$ cat src/rxls_pkg.sv
// constants for the receive latched event status block
package rxls_pkg;
  localparam int ADDR_W = 12;
  // register indices; byte address is four times the index
  localparam logic [9:0] IDX_LS2 = 10'h091;
  localparam logic [9:0] IDX_LS3 = 10'h092;
  localparam logic [9:0] IDX_LS4 = 10'h093;
  localparam logic [9:0] IDX_CTL = 10'h0a0;
  localparam logic [9:0] IDX_LDN = 10'h0a1;
  localparam logic [9:0] IDX_SPC = 10'h0a2;
  localparam logic [9:0] IDX_SCE = 10'h0a3;
  localparam logic [9:0] IDX_LIVE = 10'h0a4;
  localparam logic [1:0] RESP_OKAY = 2'h0;
  localparam logic [1:0] RESP_SLVERR = 2'h2;
  // control register fields
  localparam int CTL_E1 = 0;
  localparam int CTL_SHORT = 1;
  localparam int CTL_CRC4 = 2;
  localparam int CTL_MANUAL = 3;
  localparam logic [3:0] CTL_RESET = 4'h0;
  localparam logic [7:0] LS_RESET = 8'h00;
  // t1 status 2
  localparam int B_8ZD = 4;
  localparam int B_SIXTEEN_ZERO_EVENT = 3;
  localparam int B_SEVERE_FRAMING_ERROR_EVENT = 2;
  localparam int B_B8ZS = 1;
  localparam int B_FBE = 0;
  // e1 status 2
  localparam int B_CRC_RESYNC_CRITERIA_EVENT = 6;
  localparam int B_CAS_RESYNC_CRITERIA_EVENT = 5;
  localparam int B_FRAME_ALIGN_RESYNC_CRITERIA_EVENT = 4;
  localparam int B_SIGNALING_ALL_ONES_EVENT = 3;
  localparam int B_SIGNALING_ALL_ZEROS_EVENT = 2;
  localparam int B_CRC4_MULTIFRAME_EVENT = 1;
  localparam int B_RAF = 0;
  // status 3, both modes
  localparam int B_LOCC = 7;
  localparam int B_SPC = 6;
  localparam int B_LOOP_DOWN_CODE_CLEAR = 5;
  localparam int B_LOOP_UP_CODE_CLEAR = 4;
  localparam int B_LOCD = 3;
  localparam int B_SPD = 2;
  localparam int B_LOOP_DOWN_CODE_DETECT = 1;
  localparam int B_LOOP_UP_CODE_DETECT = 0;
  localparam int B_LNKC = 5;
  localparam int B_DMAC = 4;
  localparam int B_LNKD = 1;
  localparam int B_DMAD = 0;
  // status 4
  localparam int B_ESF = 7;
  localparam int B_ESE = 6;
  localparam int B_SLIP = 5;
  localparam int B_COS = 3;
  localparam int B_SEC = 2;
  localparam int B_TMR = 1;
  // line event figures
  localparam logic [4:0] ZERO8 = 5'd8;
  localparam logic [4:0] ZERO16 = 5'd16;
  localparam int SEF_ERRS = 2;
  localparam logic [9:0] CRC_WIN = 10'd1000;
  localparam logic [9:0] CRC_LIM = 10'd915;
  localparam logic [1:0] FAS_RUN = 2'd3;
  localparam logic [3:0] TS16_LAST = 4'd15;
  localparam logic [7:0] TS16_MIN_ZEROS = 8'd3;
  localparam int DMA_BIT = 2;
  localparam logic [11:0] FREE_MF_LAST = 12'd4095;
  localparam logic [8:0] ALIGN_LAST = 9'd511;
  localparam logic [3:0] CODE_MISS = 4'd8;
  // loss of receive clock: one channel time, rounded up to cycles
  localparam int CLK_NS = 50;
  localparam int CHAN_T1_NS = 5182;
  localparam int CHAN_E1_NS = 3907;
  localparam logic [7:0] LOC_T1_CYC = 8'((CHAN_T1_NS + CLK_NS - 1) / CLK_NS);
  localparam logic [7:0] LOC_E1_CYC = 8'((CHAN_E1_NS + CLK_NS - 1) / CLK_NS);
endpackage

$ cat src/rxls_status.sv
// receive latched event status registers with axi4-lite slave
//
// The AXI4-Lite register port is this design's own decision.
`timescale 1ns/100ps
`default_nettype none
module rxls_status #(
  parameter int SEC_T1_BITS = 1544000,
  parameter int SEC_E1_BITS = 2048000,
  parameter int SHORT_T1_BITS = 64848,
  parameter int SHORT_E1_BITS = 128000
) (
  input wire logic aclk,
  input wire logic aresetn,
  input wire logic [rxls_pkg::ADDR_W-1:0] s_axi_awaddr,
  input wire logic s_axi_awvalid,
  output logic s_axi_awready,
  input wire logic [31:0] s_axi_wdata,
  input wire logic [3:0] s_axi_wstrb,
  input wire logic s_axi_wvalid,
  output logic s_axi_wready,
  output logic [1:0] s_axi_bresp,
  output logic s_axi_bvalid,
  input wire logic s_axi_bready,
  input wire logic [rxls_pkg::ADDR_W-1:0] s_axi_araddr,
  input wire logic s_axi_arvalid,
  output logic s_axi_arready,
  output logic [31:0] s_axi_rdata,
  output logic [1:0] s_axi_rresp,
  output logic s_axi_rvalid,
  input wire logic s_axi_rready,
  input wire logic rx_recovered_clock,
  input wire logic rx_line_data,
  input wire logic t1_fbit_strobe,
  input wire logic t1_fbit_error,
  input wire logic b8zs_codeword,
  input wire logic loop_up_code_seen,
  input wire logic e1_fas_strobe,
  input wire logic e1_fas_error,
  input wire logic e1_cas_strobe,
  input wire logic e1_cas_error,
  input wire logic e1_crc_strobe,
  input wire logic e1_crc_error,
  input wire logic e1_crc4_boundary,
  input wire logic e1_ts16_strobe,
  input wire logic e1_ts16_frame0,
  input wire logic [7:0] e1_ts16_data,
  input wire logic link_id_signal,
  input wire logic es_frame_deleted,
  input wire logic es_frame_repeated,
  input wire logic [31:0] signaling_changed
);
  import rxls_pkg::*;

  typedef struct packed {
    logic rc_s1, rc_s2, rc_prev, rd_s1, rd_s2;
    logic [4:0] zrun;
    logic [5:0] fhist;
    logic [9:0] crc_cnt, crc_err;
    logic cas_prev;
    logic [1:0] fas_run;
    logic [3:0] ts_fcnt;
    logic [7:0] ts_zeros;
    logic ts_ones, ts_started, dma_prev, dma;
    logic [11:0] free_cnt;
    logic [8:0] align_cnt;
    logic [15:0] shreg;
    logic loop_down_code_seen, spare_code_match, lup_prev, link_prev, loc;
    logic [3:0] ldn_miss, lsp_miss;
    logic [7:0] loc_cnt;
    logic [21:0] sec_cnt, tmr_cnt;
    logic [3:0] ctl;
    logic [7:0] ldn_code, sp_code;
    logic [31:0] sce;
    logic [7:0] t1_ls2, e1_ls2, t1_ls3, e1_ls3, ls4;
    logic awready, wready, have_aw, have_w, bvalid, arready, rvalid;
    logic [ADDR_W-1:0] aw_addr;
    logic [31:0] wdata, rdata;
    logic [3:0] wstrb;
    logic [1:0] bresp, rresp;
  } rxls_state_t;

  rxls_state_t s_q, s_d;
  logic bit_edge, lbit, e1, wr_go, mapped;
  logic [7:0] set2t, set2e, set3t, set3e, set4, clr;
  logic [9:0] widx, ridx;
  logic [21:0] sec_last, tmr_last;
  logic [7:0] loc_lim;

  always_comb
  begin
    s_d = s_q;
    e1 = s_q.ctl[CTL_E1];
    set2t = '0;
    set2e = '0;
    set3t = '0;
    set3e = '0;
    set4 = '0;
    clr = '0;
    mapped = 1'b0;
    widx = s_q.aw_addr[ADDR_W-1:2];
    ridx = s_axi_araddr[ADDR_W-1:2];
    sec_last = e1 ? 22'(SEC_E1_BITS - 1) : 22'(SEC_T1_BITS - 1);
    tmr_last = !s_q.ctl[CTL_SHORT] ? sec_last
      : (e1 ? 22'(SHORT_E1_BITS - 1) : 22'(SHORT_T1_BITS - 1));
    loc_lim = e1 ? LOC_E1_CYC : LOC_T1_CYC;
    // link pins through two flops, rising edge of the recovered clock
    s_d.rc_s1 = rx_recovered_clock;
    s_d.rc_s2 = s_q.rc_s1;
    s_d.rd_s1 = rx_line_data;
    s_d.rd_s2 = s_q.rd_s1;
    s_d.rc_prev = s_q.rc_s2;
    bit_edge = s_q.rc_s2 && !s_q.rc_prev;
    lbit = s_q.rd_s2;
    // loss of receive clock
    if (s_q.rc_s2 != s_q.rc_prev)
    begin
      s_d.loc_cnt = '0;
      s_d.loc = 1'b0;
    end
    else if (s_q.loc_cnt >= loc_lim)
      s_d.loc = 1'b1;
    else
      s_d.loc_cnt = s_q.loc_cnt + 8'd1;
    if (s_d.loc && !s_q.loc)
    begin
      set3t[B_LOCD] = 1'b1;
      set3e[B_LOCD] = 1'b1;
    end
    if (!s_d.loc && s_q.loc)
    begin
      set3t[B_LOCC] = 1'b1;
      set3e[B_LOCC] = 1'b1;
    end
    if (bit_edge)
    begin
      // zero runs
      if (lbit)
        s_d.zrun = '0;
      else if (s_q.zrun != ZERO16)
        s_d.zrun = s_q.zrun + 5'd1;
      if (!e1 && s_d.zrun == ZERO8 && s_q.zrun != ZERO8)
        set2t[B_8ZD] = 1'b1;
      if (!e1 && s_d.zrun == ZERO16 && s_q.zrun != ZERO16)
        set2t[B_SIXTEEN_ZERO_EVENT] = 1'b1;
      // code match: last sixteen bits hold the code twice
      s_d.shreg = {s_q.shreg[14:0], lbit};
      if (s_d.shreg == {s_q.ldn_code, s_q.ldn_code})
      begin
        s_d.loop_down_code_seen = 1'b1;
        s_d.ldn_miss = '0;
      end
      else if (s_q.ldn_miss == CODE_MISS)
        s_d.loop_down_code_seen = 1'b0;
      else
        s_d.ldn_miss = s_q.ldn_miss + 4'd1;
      if (s_d.shreg == {s_q.sp_code, s_q.sp_code})
      begin
        s_d.spare_code_match = 1'b1;
        s_d.lsp_miss = '0;
      end
      else if (s_q.lsp_miss == CODE_MISS)
        s_d.spare_code_match = 1'b0;
      else
        s_d.lsp_miss = s_q.lsp_miss + 4'd1;
      // free-running bit counters
      s_d.free_cnt = s_q.free_cnt + 12'd1;
      s_d.align_cnt = s_q.align_cnt + 9'd1;
      if (e1 && s_q.align_cnt == ALIGN_LAST)
        set2e[B_RAF] = 1'b1;
      if (e1 && !s_q.ctl[CTL_CRC4] && s_q.free_cnt == FREE_MF_LAST)
        set2e[B_CRC4_MULTIFRAME_EVENT] = 1'b1;
      s_d.sec_cnt = (s_q.sec_cnt >= sec_last) ? '0 : s_q.sec_cnt + 22'd1;
      if (s_q.sec_cnt >= sec_last)
        set4[B_SEC] = 1'b1;
      s_d.tmr_cnt = (s_q.tmr_cnt >= tmr_last) ? '0 : s_q.tmr_cnt + 22'd1;
      if (s_q.tmr_cnt >= tmr_last)
        set4[B_TMR] = 1'b1;
    end
    if (s_q.ctl[CTL_MANUAL])
    begin
      set4[B_TMR] = 1'b1;
      s_d.ctl[CTL_MANUAL] = 1'b0;
    end
    // t1 framing
    if (!e1 && t1_fbit_strobe)
    begin
      s_d.fhist = {s_q.fhist[4:0], t1_fbit_error};
      if (t1_fbit_error)
        set2t[B_FBE] = 1'b1;
      if ($countones(s_d.fhist) >= SEF_ERRS)
        set2t[B_SEVERE_FRAMING_ERROR_EVENT] = 1'b1;
    end
    if (!e1 && b8zs_codeword)
      set2t[B_B8ZS] = 1'b1;
    // t1 loop code edges
    s_d.lup_prev = loop_up_code_seen;
    if (!e1)
    begin
      set3t[B_LOOP_UP_CODE_DETECT] = loop_up_code_seen && !s_q.lup_prev;
      set3t[B_LOOP_UP_CODE_CLEAR] = !loop_up_code_seen && s_q.lup_prev;
      set3t[B_LOOP_DOWN_CODE_DETECT] = s_d.loop_down_code_seen && !s_q.loop_down_code_seen;
      set3t[B_LOOP_DOWN_CODE_CLEAR] = !s_d.loop_down_code_seen && s_q.loop_down_code_seen;
      set3t[B_SPD] = s_d.spare_code_match && !s_q.spare_code_match;
      set3t[B_SPC] = !s_d.spare_code_match && s_q.spare_code_match;
    end
    // e1 resync criteria
    if (e1 && e1_crc_strobe)
    begin
      s_d.crc_cnt = (s_q.crc_cnt == CRC_WIN - 10'd1) ? '0 : s_q.crc_cnt + 10'd1;
      s_d.crc_err = (s_q.crc_cnt == CRC_WIN - 10'd1) ? '0
        : s_q.crc_err + 10'(e1_crc_error);
      if (s_q.crc_err + 10'(e1_crc_error) >= CRC_LIM)
        set2e[B_CRC_RESYNC_CRITERIA_EVENT] = 1'b1;
    end
    if (e1 && e1_cas_strobe)
    begin
      s_d.cas_prev = e1_cas_error;
      if (e1_cas_error && s_q.cas_prev)
        set2e[B_CAS_RESYNC_CRITERIA_EVENT] = 1'b1;
    end
    if (e1 && e1_fas_strobe)
    begin
      s_d.fas_run = !e1_fas_error ? '0
        : (s_q.fas_run == FAS_RUN ? FAS_RUN : s_q.fas_run + 2'd1);
      if (s_d.fas_run == FAS_RUN)
        set2e[B_FRAME_ALIGN_RESYNC_CRITERIA_EVENT] = 1'b1;
    end
    if (e1 && e1_crc4_boundary && s_q.ctl[CTL_CRC4])
      set2e[B_CRC4_MULTIFRAME_EVENT] = 1'b1;
    // timeslot 16 checks
    if (e1 && e1_ts16_strobe)
    begin
      s_d.ts_fcnt = s_q.ts_fcnt + 4'd1;
      s_d.ts_zeros = s_q.ts_zeros + 8'(8 - $countones(e1_ts16_data));
      if (s_q.ts_fcnt == TS16_LAST)
      begin
        // judge the window total before restarting the count
        if (s_d.ts_zeros < TS16_MIN_ZEROS)
          set2e[B_SIGNALING_ALL_ONES_EVENT] = 1'b1;
        s_d.ts_zeros = '0;
      end
      if (e1_ts16_frame0)
      begin
        if (s_q.ts_started && !s_q.ts_ones)
          set2e[B_SIGNALING_ALL_ZEROS_EVENT] = 1'b1;
        s_d.ts_started = 1'b1;
        s_d.ts_ones = |e1_ts16_data;
        s_d.dma_prev = e1_ts16_data[DMA_BIT];
        s_d.dma = e1_ts16_data[DMA_BIT] && s_q.dma_prev;
      end
      else
        s_d.ts_ones = s_q.ts_ones || (|e1_ts16_data);
    end
    s_d.link_prev = link_id_signal;
    if (e1)
    begin
      set3e[B_DMAD] = s_d.dma && !s_q.dma;
      set3e[B_DMAC] = !s_d.dma && s_q.dma;
      set3e[B_LNKD] = link_id_signal && !s_q.link_prev;
      set3e[B_LNKC] = !link_id_signal && s_q.link_prev;
    end
    // elastic store and signaling
    set4[B_ESF] = es_frame_deleted;
    set4[B_ESE] = es_frame_repeated;
    set4[B_SLIP] = es_frame_deleted || es_frame_repeated;
    set4[B_COS] = |(signaling_changed & s_q.sce);
    // axi write channel
    if (s_axi_awvalid && s_q.awready)
    begin
      s_d.have_aw = 1'b1;
      s_d.awready = 1'b0;
      s_d.aw_addr = s_axi_awaddr;
    end
    if (s_axi_wvalid && s_q.wready)
    begin
      s_d.have_w = 1'b1;
      s_d.wready = 1'b0;
      s_d.wdata = s_axi_wdata;
      s_d.wstrb = s_axi_wstrb;
    end
    wr_go = s_q.have_aw && s_q.have_w && !s_q.bvalid;
    if (wr_go)
    begin
      mapped = 1'b1;
      if (s_q.wstrb[0])
        clr = s_q.wdata[7:0];
      unique case (widx)
        IDX_CTL:
          if (s_q.wstrb[0])
            s_d.ctl = s_q.wdata[3:0];
        IDX_LDN:
          if (s_q.wstrb[0])
            s_d.ldn_code = s_q.wdata[7:0];
        IDX_SPC:
          if (s_q.wstrb[0])
            s_d.sp_code = s_q.wdata[7:0];
        IDX_SCE:
          for (int i = 0; i < 4; i++)
            if (s_q.wstrb[i])
              s_d.sce[i*8 +: 8] = s_q.wdata[i*8 +: 8];
        IDX_LS2, IDX_LS3, IDX_LS4, IDX_LIVE:
          mapped = 1'b1;
        default:
          mapped = 1'b0;
      endcase
      s_d.have_aw = 1'b0;
      s_d.have_w = 1'b0;
      s_d.bvalid = 1'b1;
      s_d.bresp = mapped ? RESP_OKAY : RESP_SLVERR;
    end
    if (s_q.bvalid && s_axi_bready)
    begin
      s_d.bvalid = 1'b0;
      s_d.awready = 1'b1;
      s_d.wready = 1'b1;
    end
    // latched flags: write one clears, a new event wins
    s_d.t1_ls2 = (s_q.t1_ls2 & ~((wr_go && !e1 && widx == IDX_LS2) ? clr : '0))
      | set2t;
    s_d.e1_ls2 = (s_q.e1_ls2 & ~((wr_go && e1 && widx == IDX_LS2) ? clr : '0))
      | set2e;
    s_d.t1_ls3 = (s_q.t1_ls3 & ~((wr_go && !e1 && widx == IDX_LS3) ? clr : '0))
      | set3t;
    s_d.e1_ls3 = (s_q.e1_ls3 & ~((wr_go && e1 && widx == IDX_LS3) ? clr : '0))
      | set3e;
    s_d.ls4 = (s_q.ls4 & ~((wr_go && widx == IDX_LS4) ? clr : '0)) | set4;
    // axi read channel
    if (s_axi_arvalid && s_q.arready)
    begin
      s_d.arready = 1'b0;
      s_d.rvalid = 1'b1;
      s_d.rresp = RESP_OKAY;
      s_d.rdata = '0;
      unique case (ridx)
        IDX_LS2: s_d.rdata[7:0] = e1 ? s_q.e1_ls2 : s_q.t1_ls2;
        IDX_LS3: s_d.rdata[7:0] = e1 ? s_q.e1_ls3 : s_q.t1_ls3;
        IDX_LS4: s_d.rdata[7:0] = s_q.ls4;
        IDX_CTL: s_d.rdata[3:0] = s_q.ctl;
        IDX_LDN: s_d.rdata[7:0] = s_q.ldn_code;
        IDX_SPC: s_d.rdata[7:0] = s_q.sp_code;
        IDX_SCE: s_d.rdata = s_q.sce;
        IDX_LIVE: s_d.rdata[5:0] = {s_q.dma, s_q.link_prev, s_q.lup_prev, s_q.spare_code_match,
          s_q.loop_down_code_seen, s_q.loc};
        default: s_d.rresp = RESP_SLVERR;
      endcase
    end
    if (s_q.rvalid && s_axi_rready)
    begin
      s_d.rvalid = 1'b0;
      s_d.arready = 1'b1;
    end
  end

  always_ff @(posedge aclk)
  begin
    if (!aresetn)
    begin
      s_q <= '0;
      s_q.awready <= 1'b1;
      s_q.wready <= 1'b1;
      s_q.arready <= 1'b1;
      s_q.ctl <= CTL_RESET;
      s_q.t1_ls2 <= LS_RESET;
      s_q.e1_ls2 <= LS_RESET;
      s_q.t1_ls3 <= LS_RESET;
      s_q.e1_ls3 <= LS_RESET;
      s_q.ls4 <= LS_RESET;
    end
    else
      s_q <= s_d;
  end

  assign s_axi_awready = s_q.awready;
  assign s_axi_wready = s_q.wready;
  assign s_axi_bvalid = s_q.bvalid;
  assign s_axi_bresp = s_q.bresp;
  assign s_axi_arready = s_q.arready;
  assign s_axi_rvalid = s_q.rvalid;
  assign s_axi_rdata = s_q.rdata;
  assign s_axi_rresp = s_q.rresp;
endmodule
`default_nettype wire

$ cat config.mk
export PLATFORM = sky130hd
export DESIGN_NAME = rxls_status
export DESIGN_NICKNAME = d
export VERILOG_FILES = /design/src/rxls_pkg.sv /design/src/rxls_status.sv
export SDC_FILE = /design/constraint.sdc
export NUM_CORES = 1
export LEC_CHECK = 0
export ABC_AREA = 1
export BUFFER_PORTS_ARGS = -buffer_cell sky130_fd_sc_hd__buf_2
export CAP_MARGIN = 20
export CORE_ASPECT_RATIO = 1.1
export CORE_UTILIZATION = 40
export DETAILED_ROUTE_END_ITERATION = 7
export PLACE_DENSITY = 0.57
export REMOVE_ABC_BUFFERS = 1
export SLEW_MARGIN = 30
export SYNTH_ARGS = -nofsm -noshare
export SYNTH_HDL_FRONTEND = slang
export SYNTH_SLANG_ARGS = --single-unit
$ cat constraint.sdc
create_clock -name aclk -period 4.3 [get_ports aclk]
set_clock_uncertainty 0.2 [all_clocks]
set_input_delay 0.86 -clock aclk [delete_from_list [all_inputs] [get_ports aclk]]
set_output_delay 0.86 -clock aclk [all_outputs]
set_load 0.05 [all_outputs]
# Word-level counts from Yosys, hierarchy flattened
# Index checks and enable logic that the tools add are counted.
[totals]
reg_bits = 338
input_bits = 125
output_inout_bits = 41
word_cells = 299
[classes]
n_addsub = 26
order_cmp = 6
eq_ne = 33
mux = 78
bitwise_logic = 17
reduce_logical = 83
[ops]
columns = ["op", "count"]
rows = [
  ["== test 10 x 8 -> 1 bit (second input constant)", 16],
  ["2-to-1 mux 8 bit", 10],
  ["logical AND 1 bit", 45],
  ["adder 22 x 1 -> 22 bit (second input constant)", 2],
  [">= comparator 22 x 21 -> 1 bit", 2],
  ["2-to-1 mux 22 bit", 2],
  ["AND 8 bit", 5],
  ["inverter 8 bit", 5],
  ["2-to-1 mux 1 bit", 36],
  ["AND 32 bit", 1],
  ["== test 16 bit", 2],
  ["one-hot mux 4 bit (8 select lines)", 1],
  ["OR reduction 32 bit", 1],
  ["2-to-1 mux 24 bit", 1],
  ["OR 8 bit", 3],
  ["OR reduction 8 bit", 3],
  ["2-to-1 mux 2 bit", 11],
  ["2-to-1 mux 21 bit", 1],
  ["AND reduction 3 bit", 7],
  ["2-to-1 mux 10 bit", 2],
  ["2-to-1 mux 20 bit", 1],
  ["logical NOT 1 bit", 17],
  ["2-to-1 mux 17 bit", 1],
  ["2-to-1 mux 4 bit", 4],
  ["41 further kinds", 64],
]

# Longest topological paths before layout
# Gate-level depths: netlist of the first run.
[logic_depth]
ltp_word = 10
mapped_depth = 21

# Least setup slack after synthesis of the first run
# OpenSTA, ideal clock, no wires.
[synth_timing]
path_type = "input-to-reg"
startpoint = "input port e1_ts16_data[1]"
endpoint = "register s_q[118] (netlist bit)"
setup_ns = 0.070
t_arrival_ns = 3.768
t_required_ns = 4.030
setup_slack_ns = 0.262
cell_stages = 21
cell_sequence = "inv_1 > fa_1 > ha_1 > inv_1 > fa_1 > inv_1 > ha_1 > inv_1 > fa_1 > inv_1 > ha_1 > nand2_1 > inv_1 > nand2_1 > nand2_1 > nand2_1 > nand2_1 > nand2_1 > nor2_1 > nand3_1 > a21oi_1"
[synth_between]
elab_chain_cells = 10
[synth_rtl]
columns = ["item", "line", "source"]
rows = [
  ["start: declaration", "rxls_status.sv:46", "input wire logic [7:0] e1_ts16_data,"],
  ["adder 1 x 1 -> 2 bit (not written as such)", "rxls_status.sv:234", "s_d.ts_zeros = s_q.ts_zeros + 8'(8 - $countones(e1_ts16_data));"],
  ["adder 2 x 2 -> 3 bit (not written as such)", "rxls_status.sv:234", ""],
  ["adder 3 x 3 -> 4 bit (not written as such)", "rxls_status.sv:234", ""],
  ["subtractor 4 x 4 -> 5 bit", "rxls_status.sv:234", ""],
  ["adder 8 bit", "rxls_status.sv:234", ""],
  ["< comparator 8 x 2 -> 1 bit", "rxls_status.sv:238", "if (s_d.ts_zeros < TS16_MIN_ZEROS)"],
  ["2-to-1 mux 1 bit", "rxls_status.sv:238", ""],
  ["2-to-1 mux 1 bit", "rxls_status.sv:235", "if (s_q.ts_fcnt == TS16_LAST)"],
  ["2-to-1 mux 2 bit", "rxls_status.sv:231", "if (e1 && e1_ts16_strobe)"],
  ["OR 8 x 7 -> 8 bit", "rxls_status.sv:321", "| set2e;"],
  ["end: declaration", "rxls_status.sv:82", "rxls_state_t s_q, s_d;"],
]
# Every way passes these cells.
# A chain may end at the register's enable or synchronous reset.

# Worst setup path in the final report of the first run
[layout_timing]
startpoint = "input port e1_ts16_data[2]"
endpoint = "register s_q[118] (netlist bit)"
# The elaborated chain is that of the path after synthesis.

==> impl_summary.txt, run 1 <==
----------------------------------------------------
[Detailed routing]
  Iteration-0 DRC Markers ... around 900
  Routed via count divided by cell count ... 4.992
  Total number of vias ... approximately 15,000
  Residual antenna-violating net count after detailed routing ... 0
  DRC violations left ... 0
  Wirelength per Cell ... between 10 and 15 um
  Total length of routed wires ... 45,250 um
  Number of search-and-repair iterations in the first detailed-routing pass ... 6

[Floorplan]
  Overall die area ... about 0.043 mm^2
  Total number of placement rows ... 78
  Die H ... 216.4 um
  Top-Level Pins ... 166
  Starting density of the core ... 40.59%
  Width of the die ... 196.9 um
  Core area ... 0.04118 mm^2

[Finish]
  Area added between synthesis and finish ... 14.08%
  Ratio of cells with drive above 1 in the final layout ... between 10% and 20%
  Finished layout cell area ... around 0.019 mm^2
  Net total in the final layout ... 2,664
  Fraction of the core area covered by cells at the end of the flow ... 46.30%

[Power]
  Power Total ... 7.239 mW
  Leakage power summed over all cells ... approximately 8.3 nW
  Clock share of power ... 46.2%
  Sw Ratio ... 25.01%
  Power share of the sequential group ... roughly 45%
  Share of power burned in combinational logic ... 8.8%
  Power Internal ... 5.429 mW
  VDD IR max ... approximately 0.00024 V
  Switching pwr ... 1.810 mW
  Total power divided by cell area ... roughly 380 mW/mm^2

[Logic synthesis]
  Synthesized instance count ... between 2,000 and 2,500
  Synth Area in Compound Gates ... 15.89%
  Combinational family with the most area after synthesis ... simple AND/OR/NAND/NOR gates
  Library cells used by synthesis ... a little over 50
  Number of flops mapped to enable cells by yosys ... 0
  Mux cell area share after synthesis ... 0.2395%
  Post-synthesis register bit count ... between 300 and 400
  Fraction of the yosys area taken by sequential cells ... 40.00%
  Share of synthesized cell area in full adder, half adder and majority cells ... approximately 5.4%
  Xor/xnor cell area share of the yosys netlist ... 2.620%
  Area of the mapped netlist ... 0.01671 mm^2
  Most used DFF post-synth ... sky130_fd_sc_hd__dfxtp_1
  Async set-or-reset flop fraction in the synthesized netlist ... 0%
  Number of warnings reported in the yosys synthesis log ... 0
  Post-Synth Simple-Gate Area ... approximately a quarter
  Mean area per synthesized cell ... approximately 7.1 um^2

[Critical path]
  Data arrival time at the worst-slack endpoint ... 4.12 ns
  CP endpoint kind ... flop
  Req. time, crit path ... between 4 and 5 ns
  Flop2flop setup slack ... 1.00 ns
  Standard cell with the maximum stage delay on the critical path ... sky130_fd_sc_hd__fa_1
  Cell Chain, Critical Path ... buf_2 -> inv_1 -> fa_1 -> ha_1 -> inv_1 -> fa_1 -> inv_1 -> ha_1 -> inv_1 -> fa_1 -> inv_1 -> ha_1 -> nand2_1 -> nand2_1 -> inv_1 -> nand2_1 -> nand2_1 -> nand2_1 -> nand2_1 -> nor2_1 -> nand3_1 -> a21oi_1
  Worst-path maximum fanout ... 4
  Startpoint Class ... input port
  Delay contributed by the slowest stage of the critical path ... 0.48 ns
  Setup CP Type ... in -> reg

[Place]
  Final weighted congestion in routability-driven placement ... around 0.88
  Detailed Place HPWL ... 32,840 um
  Buffers added on ports ... 159
  Area after DPL ... 0.01778 mm^2

[Flow run]
  Number of max-cap violations ... 0

[STA]
  Max-Slew Margin vs Limit ... 49.96%
  Number of endpoints with negative hold slack in the final report ... 0
  Endpoints failing setup ... 0
  Share of the clock period used by the worst path after layout ... around 90%
  Transition time at the pin with the least slew margin ... roughly 0.75 ns
  RSZ-0062 raised after global routing ... no
  Max-slew violations ... 0
  F_max ... 0.2583 GHz
  Clock period minus final worst setup slack ... 3.871 ns

[Min path]
  Class of the tightest hold or removal check ... reg -> reg

[Clock tree]
  Sink count of the clock tree ... 334
  Insertion delay to the later sink of the worst-skew pair ... 0.53 ns
  Resize count post-CTS ... 0
  Post-cts hold buffer count ... 0
  Clock transition at path regs ... 0.06 ns
  Level count of the clock H-tree ... 2
  Setup repair bufs after CTS ... 0
  Clock tree from TritonCTS ... done
  Root Buffer ... sky130_fd_sc_hd__clkbuf_16
  CTS buffer count ... 38
  Buffer levels on the longest clock path ... 3

[Global route]
  Pin count of the biggest net entering global routing ... 90
  Initial antenna violation count ... 8
  Aggregate global routing overflow ... 0
  Number of global-route vias before repair ... 14,570
  First-pass GRT wire length ... 73,150 um
  Overall routing resource usage ... around a fifth

[Status]
  Status ... finished, final reports clean

----------------------------------------------------
[synth_stat cells (2+ instances only)]
| master | number | area (um^2) |
|---|---|---|
| sky130_fd_sc_hd__a22o_1 | 16 | 140.1 |
| sky130_fd_sc_hd__nor3_4 | 2 | 32.53 |
| sky130_fd_sc_hd__nor2_1 | 296 | 1111 |
| sky130_fd_sc_hd__buf_6 | 2 | 22.52 |
| sky130_fd_sc_hd__a21o_1 | 2 | 15.01 |
| sky130_fd_sc_hd__o21a_1 | 6 | 45.04 |
| sky130_fd_sc_hd__xnor2_1 | 18 | 157.7 |
| sky130_fd_sc_hd__and3_1 | 5 | 31.28 |
| sky130_fd_sc_hd__nor4_1 | 5 | 31.28 |
| sky130_fd_sc_hd__nand4_1 | 38 | 237.7 |
| sky130_fd_sc_hd__nand3b_1 | 10 | 75.07 |
| sky130_fd_sc_hd__buf_4 | 44 | 330.3 |
| sky130_fd_sc_hd__mux2i_1 | 4 | 40.04 |
| sky130_fd_sc_hd__fa_1 | 8 | 160.2 |
| sky130_fd_sc_hd__a31oi_1 | 3 | 18.77 |
| sky130_fd_sc_hd__o211ai_1 | 4 | 30.03 |
| sky130_fd_sc_hd__nor2_2 | 8 | 50.05 |
| sky130_fd_sc_hd__a211oi_1 | 13 | 97.59 |
| sky130_fd_sc_hd__o21ai_2 | 2 | 17.52 |
| sky130_fd_sc_hd__nand3_1 | 114 | 570.6 |
| sky130_fd_sc_hd__inv_2 | 5 | 18.77 |
| sky130_fd_sc_hd__a21oi_1 | 222 | 1111 |
| sky130_fd_sc_hd__o21ai_0 | 206 | 1031 |
| sky130_fd_sc_hd__buf_1 | 6 | 22.52 |
| sky130_fd_sc_hd__nor3_1 | 32 | 160.2 |
| sky130_fd_sc_hd__nor3_2 | 3 | 30.03 |
| sky130_fd_sc_hd__nor3b_1 | 2 | 15.01 |
| sky130_fd_sc_hd__o21ai_1 | 4 | 20.02 |
| sky130_fd_sc_hd__a21oi_2 | 4 | 35.03 |
| sky130_fd_sc_hd__clkbuf_1 | 48 | 180.2 |
| sky130_fd_sc_hd__nand2_1 | 518 | 1944 |
| sky130_fd_sc_hd__dfxtp_1 | 334 | 6686 |
| sky130_fd_sc_hd__inv_1 | 247 | 927.1 |
| sky130_fd_sc_hd__nor2_4 | 5 | 56.30 |
| sky130_fd_sc_hd__ha_1 | 59 | 738.2 |
| sky130_fd_sc_hd__xor2_1 | 32 | 280.3 |
| sky130_fd_sc_hd__o22ai_1 | 7 | 43.79 |
| sky130_fd_sc_hd__buf_2 | 18 | 90.09 |
[power by group through the flow]
stage                     Clock (mW)  Sequential, mW  Combinational [mW]
after CTS                       3.42            3.26               0.647
after floorplan                    0            3.38               0.333
after detailed placement           0            3.32               0.644
final                           3.34            3.26               0.640
after global placement             0            3.32               0.630
after global routing            3.56            3.27               0.726
[layer usage]
metal	global-route usage, %	part of all wire [%]	vias up
li1	-	-	7891
met1	26.71	46	6954
met2	35.96	46	335
met3	4.466	5.3	79
met4	7.158	2.7	10
met5	0	0.11	-
[path summary, 6_finish.rpt]
check,cells past startpoint,endpoint,startpoint
worst max-delay path,22,s_q[118],e1_ts16_data[2]
worst min-delay path,2,s_d[337],s_d[338]
worst max register to register,11,s_q[194],e1
worst min register to register,2,s_d[337],s_d[338]
[area by class of cell]
| cell class | count | area (um^2) |
|---|---|---|
| Timing Repair Buffer | 184 | 998.5 |
| Inverter | 253 | 950.9 |
| Clock inverter | 12 | 178.9 |
| Multi-Input combinational cell | 1661 | 8442 |
| Antenna cell | 3 | 7.507 |
| Clock buffer | 52 | 1104 |
| Sequential cell | 334 | 6686 |
| Tap cell | 560 | 700.7 |
| Fill cell | 4272 | 22120 |
[cell families after synthesis]
kind of cell	after synthesis
buf+inv	371
flops	334
other cells	1
mux	4
compound gates	495
xor+xnor	50
simple gates	1043
fa+ha+maj	67
[sequential cells by signal (all words and copies together) (netlist names)]
name and count:
s_axi_wready 1, s_axi_rresp 1, s_axi_awready 1, s_axi_rvalid 1, s_d 3, s_axi_bresp 1, s_axi_rdata 32, s_axi_bvalid 1
s_axi_arready 1, s_q 290, lbit 1, e1 1
[critical path: cells and delay by family]
family                   cells  cell delay [ns]
adder cells (fa/ha/maj)      6             2.07
buffers and inverters        7             0.47
AO/OA/AOI/OAI                1             0.12
AND/OR/NAND/NOR              8             0.60
[layout by cell type (no fill, tap or decap), types with 16 or more instances in the layout]
cell type                   count
sky130_fd_sc_hd__nand2_1      517
sky130_fd_sc_hd__xor2_1        32
sky130_fd_sc_hd__ha_1          58
sky130_fd_sc_hd__nand4_1       38
sky130_fd_sc_hd__nor3_1        32
sky130_fd_sc_hd__a22o_1        16
sky130_fd_sc_hd__nor2_1       296
sky130_fd_sc_hd__buf_4         25
sky130_fd_sc_hd__dfxtp_1      334
sky130_fd_sc_hd__buf_2        158
sky130_fd_sc_hd__inv_1        246
sky130_fd_sc_hd__nand3_1      114
sky130_fd_sc_hd__xnor2_1       18
sky130_fd_sc_hd__a21oi_1      222
sky130_fd_sc_hd__o21ai_0      206
sky130_fd_sc_hd__clkbuf_16     38
[through the flow]
stage          TNS (ns)  worst slack (ns)  hold slack, ns  std cells
6_report              0            0.4291          0.2229       3059
3_5_place_dp    -0.1823           -0.1185          0.1953       2992
4_1_cts               0            0.4303          0.2255       3056
5_1_grt               0           0.09798          0.2408       3058
3_3_place_gp   -0.09909          -0.09909          0.2038       2992
2_1_floorplan         0            0.1842          0.1900       2248
(Power assumes the default switching activity.)
==> inputs of run 2 (changes only) <==
CELL_PAD_IN_SITES_DETAIL_PLACEMENT = 0   (was not set)
CELL_PAD_IN_SITES_GLOBAL_PLACEMENT = 2   (was not set)
CORE_UTILIZATION = 34   (was 40)
PLACE_DENSITY = 0.8   (was 0.57)
==> run 2 against run 1 <==
Effect of this change:
- critical path depth unchanged
- final area increased by 0.75%
- global-route usage decreased by 1.0 points
- power increased by 1.7%
- setup slack got worse by 0.061 ns
- core utilization decreased by 6.4 points
- hold slack got worse by 0.0090 ns
- register-to-register slack improved by 0.35 ns
==> impl_summary.txt, run 2 (synthesized netlist as in run 1, its figures left out) <==
----------------------------------------------------
[Status]
  Status ... finished, final reports clean

[Floorplan]
  Overall die area ... 0.05005 mm^2 (+17%)
  Die H ... 234.5 um (+8.4%)
  Total number of placement rows ... 84 (+7.7%)
  Core area ... 0.04814 mm^2 (+17%)
  Starting density of the core ... 34.72% (-5.9 points)
  Top-Level Pins ... 166 (unchanged)
  Width of the die ... 213.4 um (+8.4%)

[Finish]
  Most flop-heavy register ... s_q
  Ratio of cells with drive above 1 in the final layout ... 11.15% (-0.11 points)
  Net total in the final layout ... 2,663 (-0.038%)
  Commonest non-fill, non-tap cells in the layout ... sky130_fd_sc_hd__nand2_1, sky130_fd_sc_hd__dfxtp_1, sky130_fd_sc_hd__nor2_1
  Area added between synthesis and finish ... 14.93%
  Finished layout cell area ... 0.01921 mm^2 (+0.75%)
  Flip-flop count of the largest register after layout ... 290 (unchanged)
  Most frequent standard cell in the layout excluding fill and tap cells ... sky130_fd_sc_hd__nand2_1
  Fraction of the core area covered by cells at the end of the flow ... 39.91% (-6.4 points)
  Final-layout fill cell count ... 5,160 (+21%)

[Clock tree]
  Post-cts hold buffer count ... 0 (unchanged)
  CTS buffer count ... 39 (+2.6%)
  Root Buffer ... sky130_fd_sc_hd__clkbuf_16
  Clock tree from TritonCTS ... done
  Sink count of the clock tree ... 334 (unchanged)
  Buffer levels on the longest clock path ... 3 (unchanged)
  Insertion delay to the later sink of the worst-skew pair ... 0.56 ns (+0.03 ns)
  Setup repair bufs after CTS ... 0 (unchanged)
  Resize count post-CTS ... 0 (unchanged)
  Level count of the clock H-tree ... 2 (unchanged)
  Clock transition at path regs ... 0.06 ns (about the same)

[Detailed routing]
  Wirelength per Cell ... 15.80 um (+6.8%)
  Total number of vias ... 15,190 (-0.54%)
  DRC violations left ... 0 (unchanged)
  Residual antenna-violating net count after detailed routing ... 0 (unchanged)
  Total length of routed wires ... 49,750 um (+9.9%)
  Number of search-and-repair iterations in the first detailed-routing pass ... 7 (+1)
  Iteration-0 DRC Markers ... 817 (-7.1%)
  Routed via count divided by cell count ... 4.822 (-3.4%)

[Critical path]
  Delay contributed by the slowest stage of the critical path ... 0.47 ns (about the same)
  Worst-path maximum fanout ... 4 (unchanged)
  Data arrival time at the worst-slack endpoint ... 4.18 ns (+0.06 ns)
  Req. time, crit path ... 4.55 ns (about the same)
  CP endpoint kind ... flop
  Startpoint of the worst register-to-register path ... e1
  Setup CP Type ... in -> reg
  Crit path from ... e1_ts16_data[1]
  Cell Chain, Critical Path ... buf_2 -> inv_1 -> fa_1 -> ha_1 -> inv_1 -> fa_1 -> inv_1 -> ha_1 -> inv_1 -> fa_1 -> inv_1 -> ha_1 -> nand2_1 -> nand2_1 -> inv_1 -> nand2_1 -> nand2_1 -> nand2_1 -> nand2_1 -> nor2_1 -> nand3_1 -> a21oi_1
  Startpoint Class ... input port
  Standard cell with the maximum stage delay on the critical path ... sky130_fd_sc_hd__fa_1

[STA]
  Transition time at the pin with the least slew margin ... 0.8674 ns (+0.1186 ns)
  Clock period minus final worst setup slack ... 3.932 ns (+0.06139 ns)
  Total Negative Setup Slacks ... 0 ns (unchanged)
  Number of endpoints with negative hold slack in the final report ... 0 (unchanged)
  Endpoints failing setup ... 0 (unchanged)
  RSZ-0062 raised after global routing ... no
  F_max ... 0.2543 GHz (-1.6%)
  Share of the clock period used by the worst path after layout ... 91.45% (+1.4 points)
  Max-Slew Margin vs Limit ... 42.10% (-7.9 points)
  Minimum setup slack in the final design ... 0.3678 ns (-0.06138 ns)
  Max-slew violations ... 0 (unchanged)

[Place]
  Area after DPL ... 0.01788 mm^2 (+0.59%)
  Buffers added on ports ... 159 (unchanged)
  Detailed Place HPWL ... 35,690 um (+8.7%)
  Final weighted congestion in routability-driven placement ... 0.8289 (-5.5%)
  Post-placement setup slack ... -0.2269 ns (-0.1084 ns)

[Global route]
  Number of global-route vias before repair ... 14,860 (+2.0%)
  Overall routing resource usage ... 20.24% (-1.0 points)
  Aggregate global routing overflow ... 0 (unchanged)
  Initial antenna violation count ... 8 (unchanged)
  Pin count of the biggest net entering global routing ... 140 (+56%)
  First-pass GRT wire length ... 79,640 um (+8.9%)

[Power]
  Leakage power summed over all cells ... 8.351 nW (+0.12%)
  Total power divided by cell area ... 383.3 mW/mm^2 (+0.96%)
  VDD IR max ... 0.0002720 V (+13%)

[Min path]
  Hold path startpoint ... s_d[335]
  Class of the tightest hold or removal check ... reg -> reg

[Flow run]
  Number of max-cap violations ... 0 (unchanged)

----------------------------------------------------
-- run 2: path summary, 6_finish.rpt --
kind,slack (ns),to,cells after the start
max,0.37,s_q[118],22
min,0.21,lbit,2
max reg2reg,1.35,s_q[194],11
min reg2reg,0.21,lbit,2
-- run 2: final cells by class --
class | instances | area (um^2) | share of cell area, %
clock buffers | 63 | 1187 | 6.181
repair buffers | 182 | 996.0 | 5.184
clock inverters | 9 | 135.1 | 0.7034
diodes | 2 | 5.005 | 0.02605
flip-flops and latches | 334 | 6688 | 34.81
inverters | 253 | 950.9 | 4.950
well taps | 645 | 807.0 | 4.201
multi-input cells | 1661 | 8442 | 43.94
-- run 2: layer usage --
layer  routed length, um  vias to the layer above  track usage [%]
met5                  54                        -                0
met4                1080                       12            5.201
met3                2532                       80            4.642
met2               22580                      244            33.26
met1               23500                     6961            26.58
li1                    -                     7889                -
-- run 2: where the power goes --
group	switching, mW	internal, mW	leakage (nW)
clock network	1.38	2.07	0.650
registers	0.0696	3.19	2.72
logic	0.445	0.206	4.98
-- run 2: stage by stage --
step                instances  hold WS, ns  power, mW
floorplan                2248       0.1900      3.717
global placement         3075       0.1941      3.973
detailed placement       3075       0.1981      3.986
CTS                      3147       0.2130      7.482
global route             3149       0.2349      7.695
finish                   3149       0.2139      7.363
-- run 2: critical path, delay by kind of cell --
family                   cells  cell delay, ns
AO/OA/AOI/OAI                1            0.13
buffers and inverters        7            0.38
AND/OR/NAND/NOR              8            0.67
adder cells (fa/ha/maj)      6            2.11
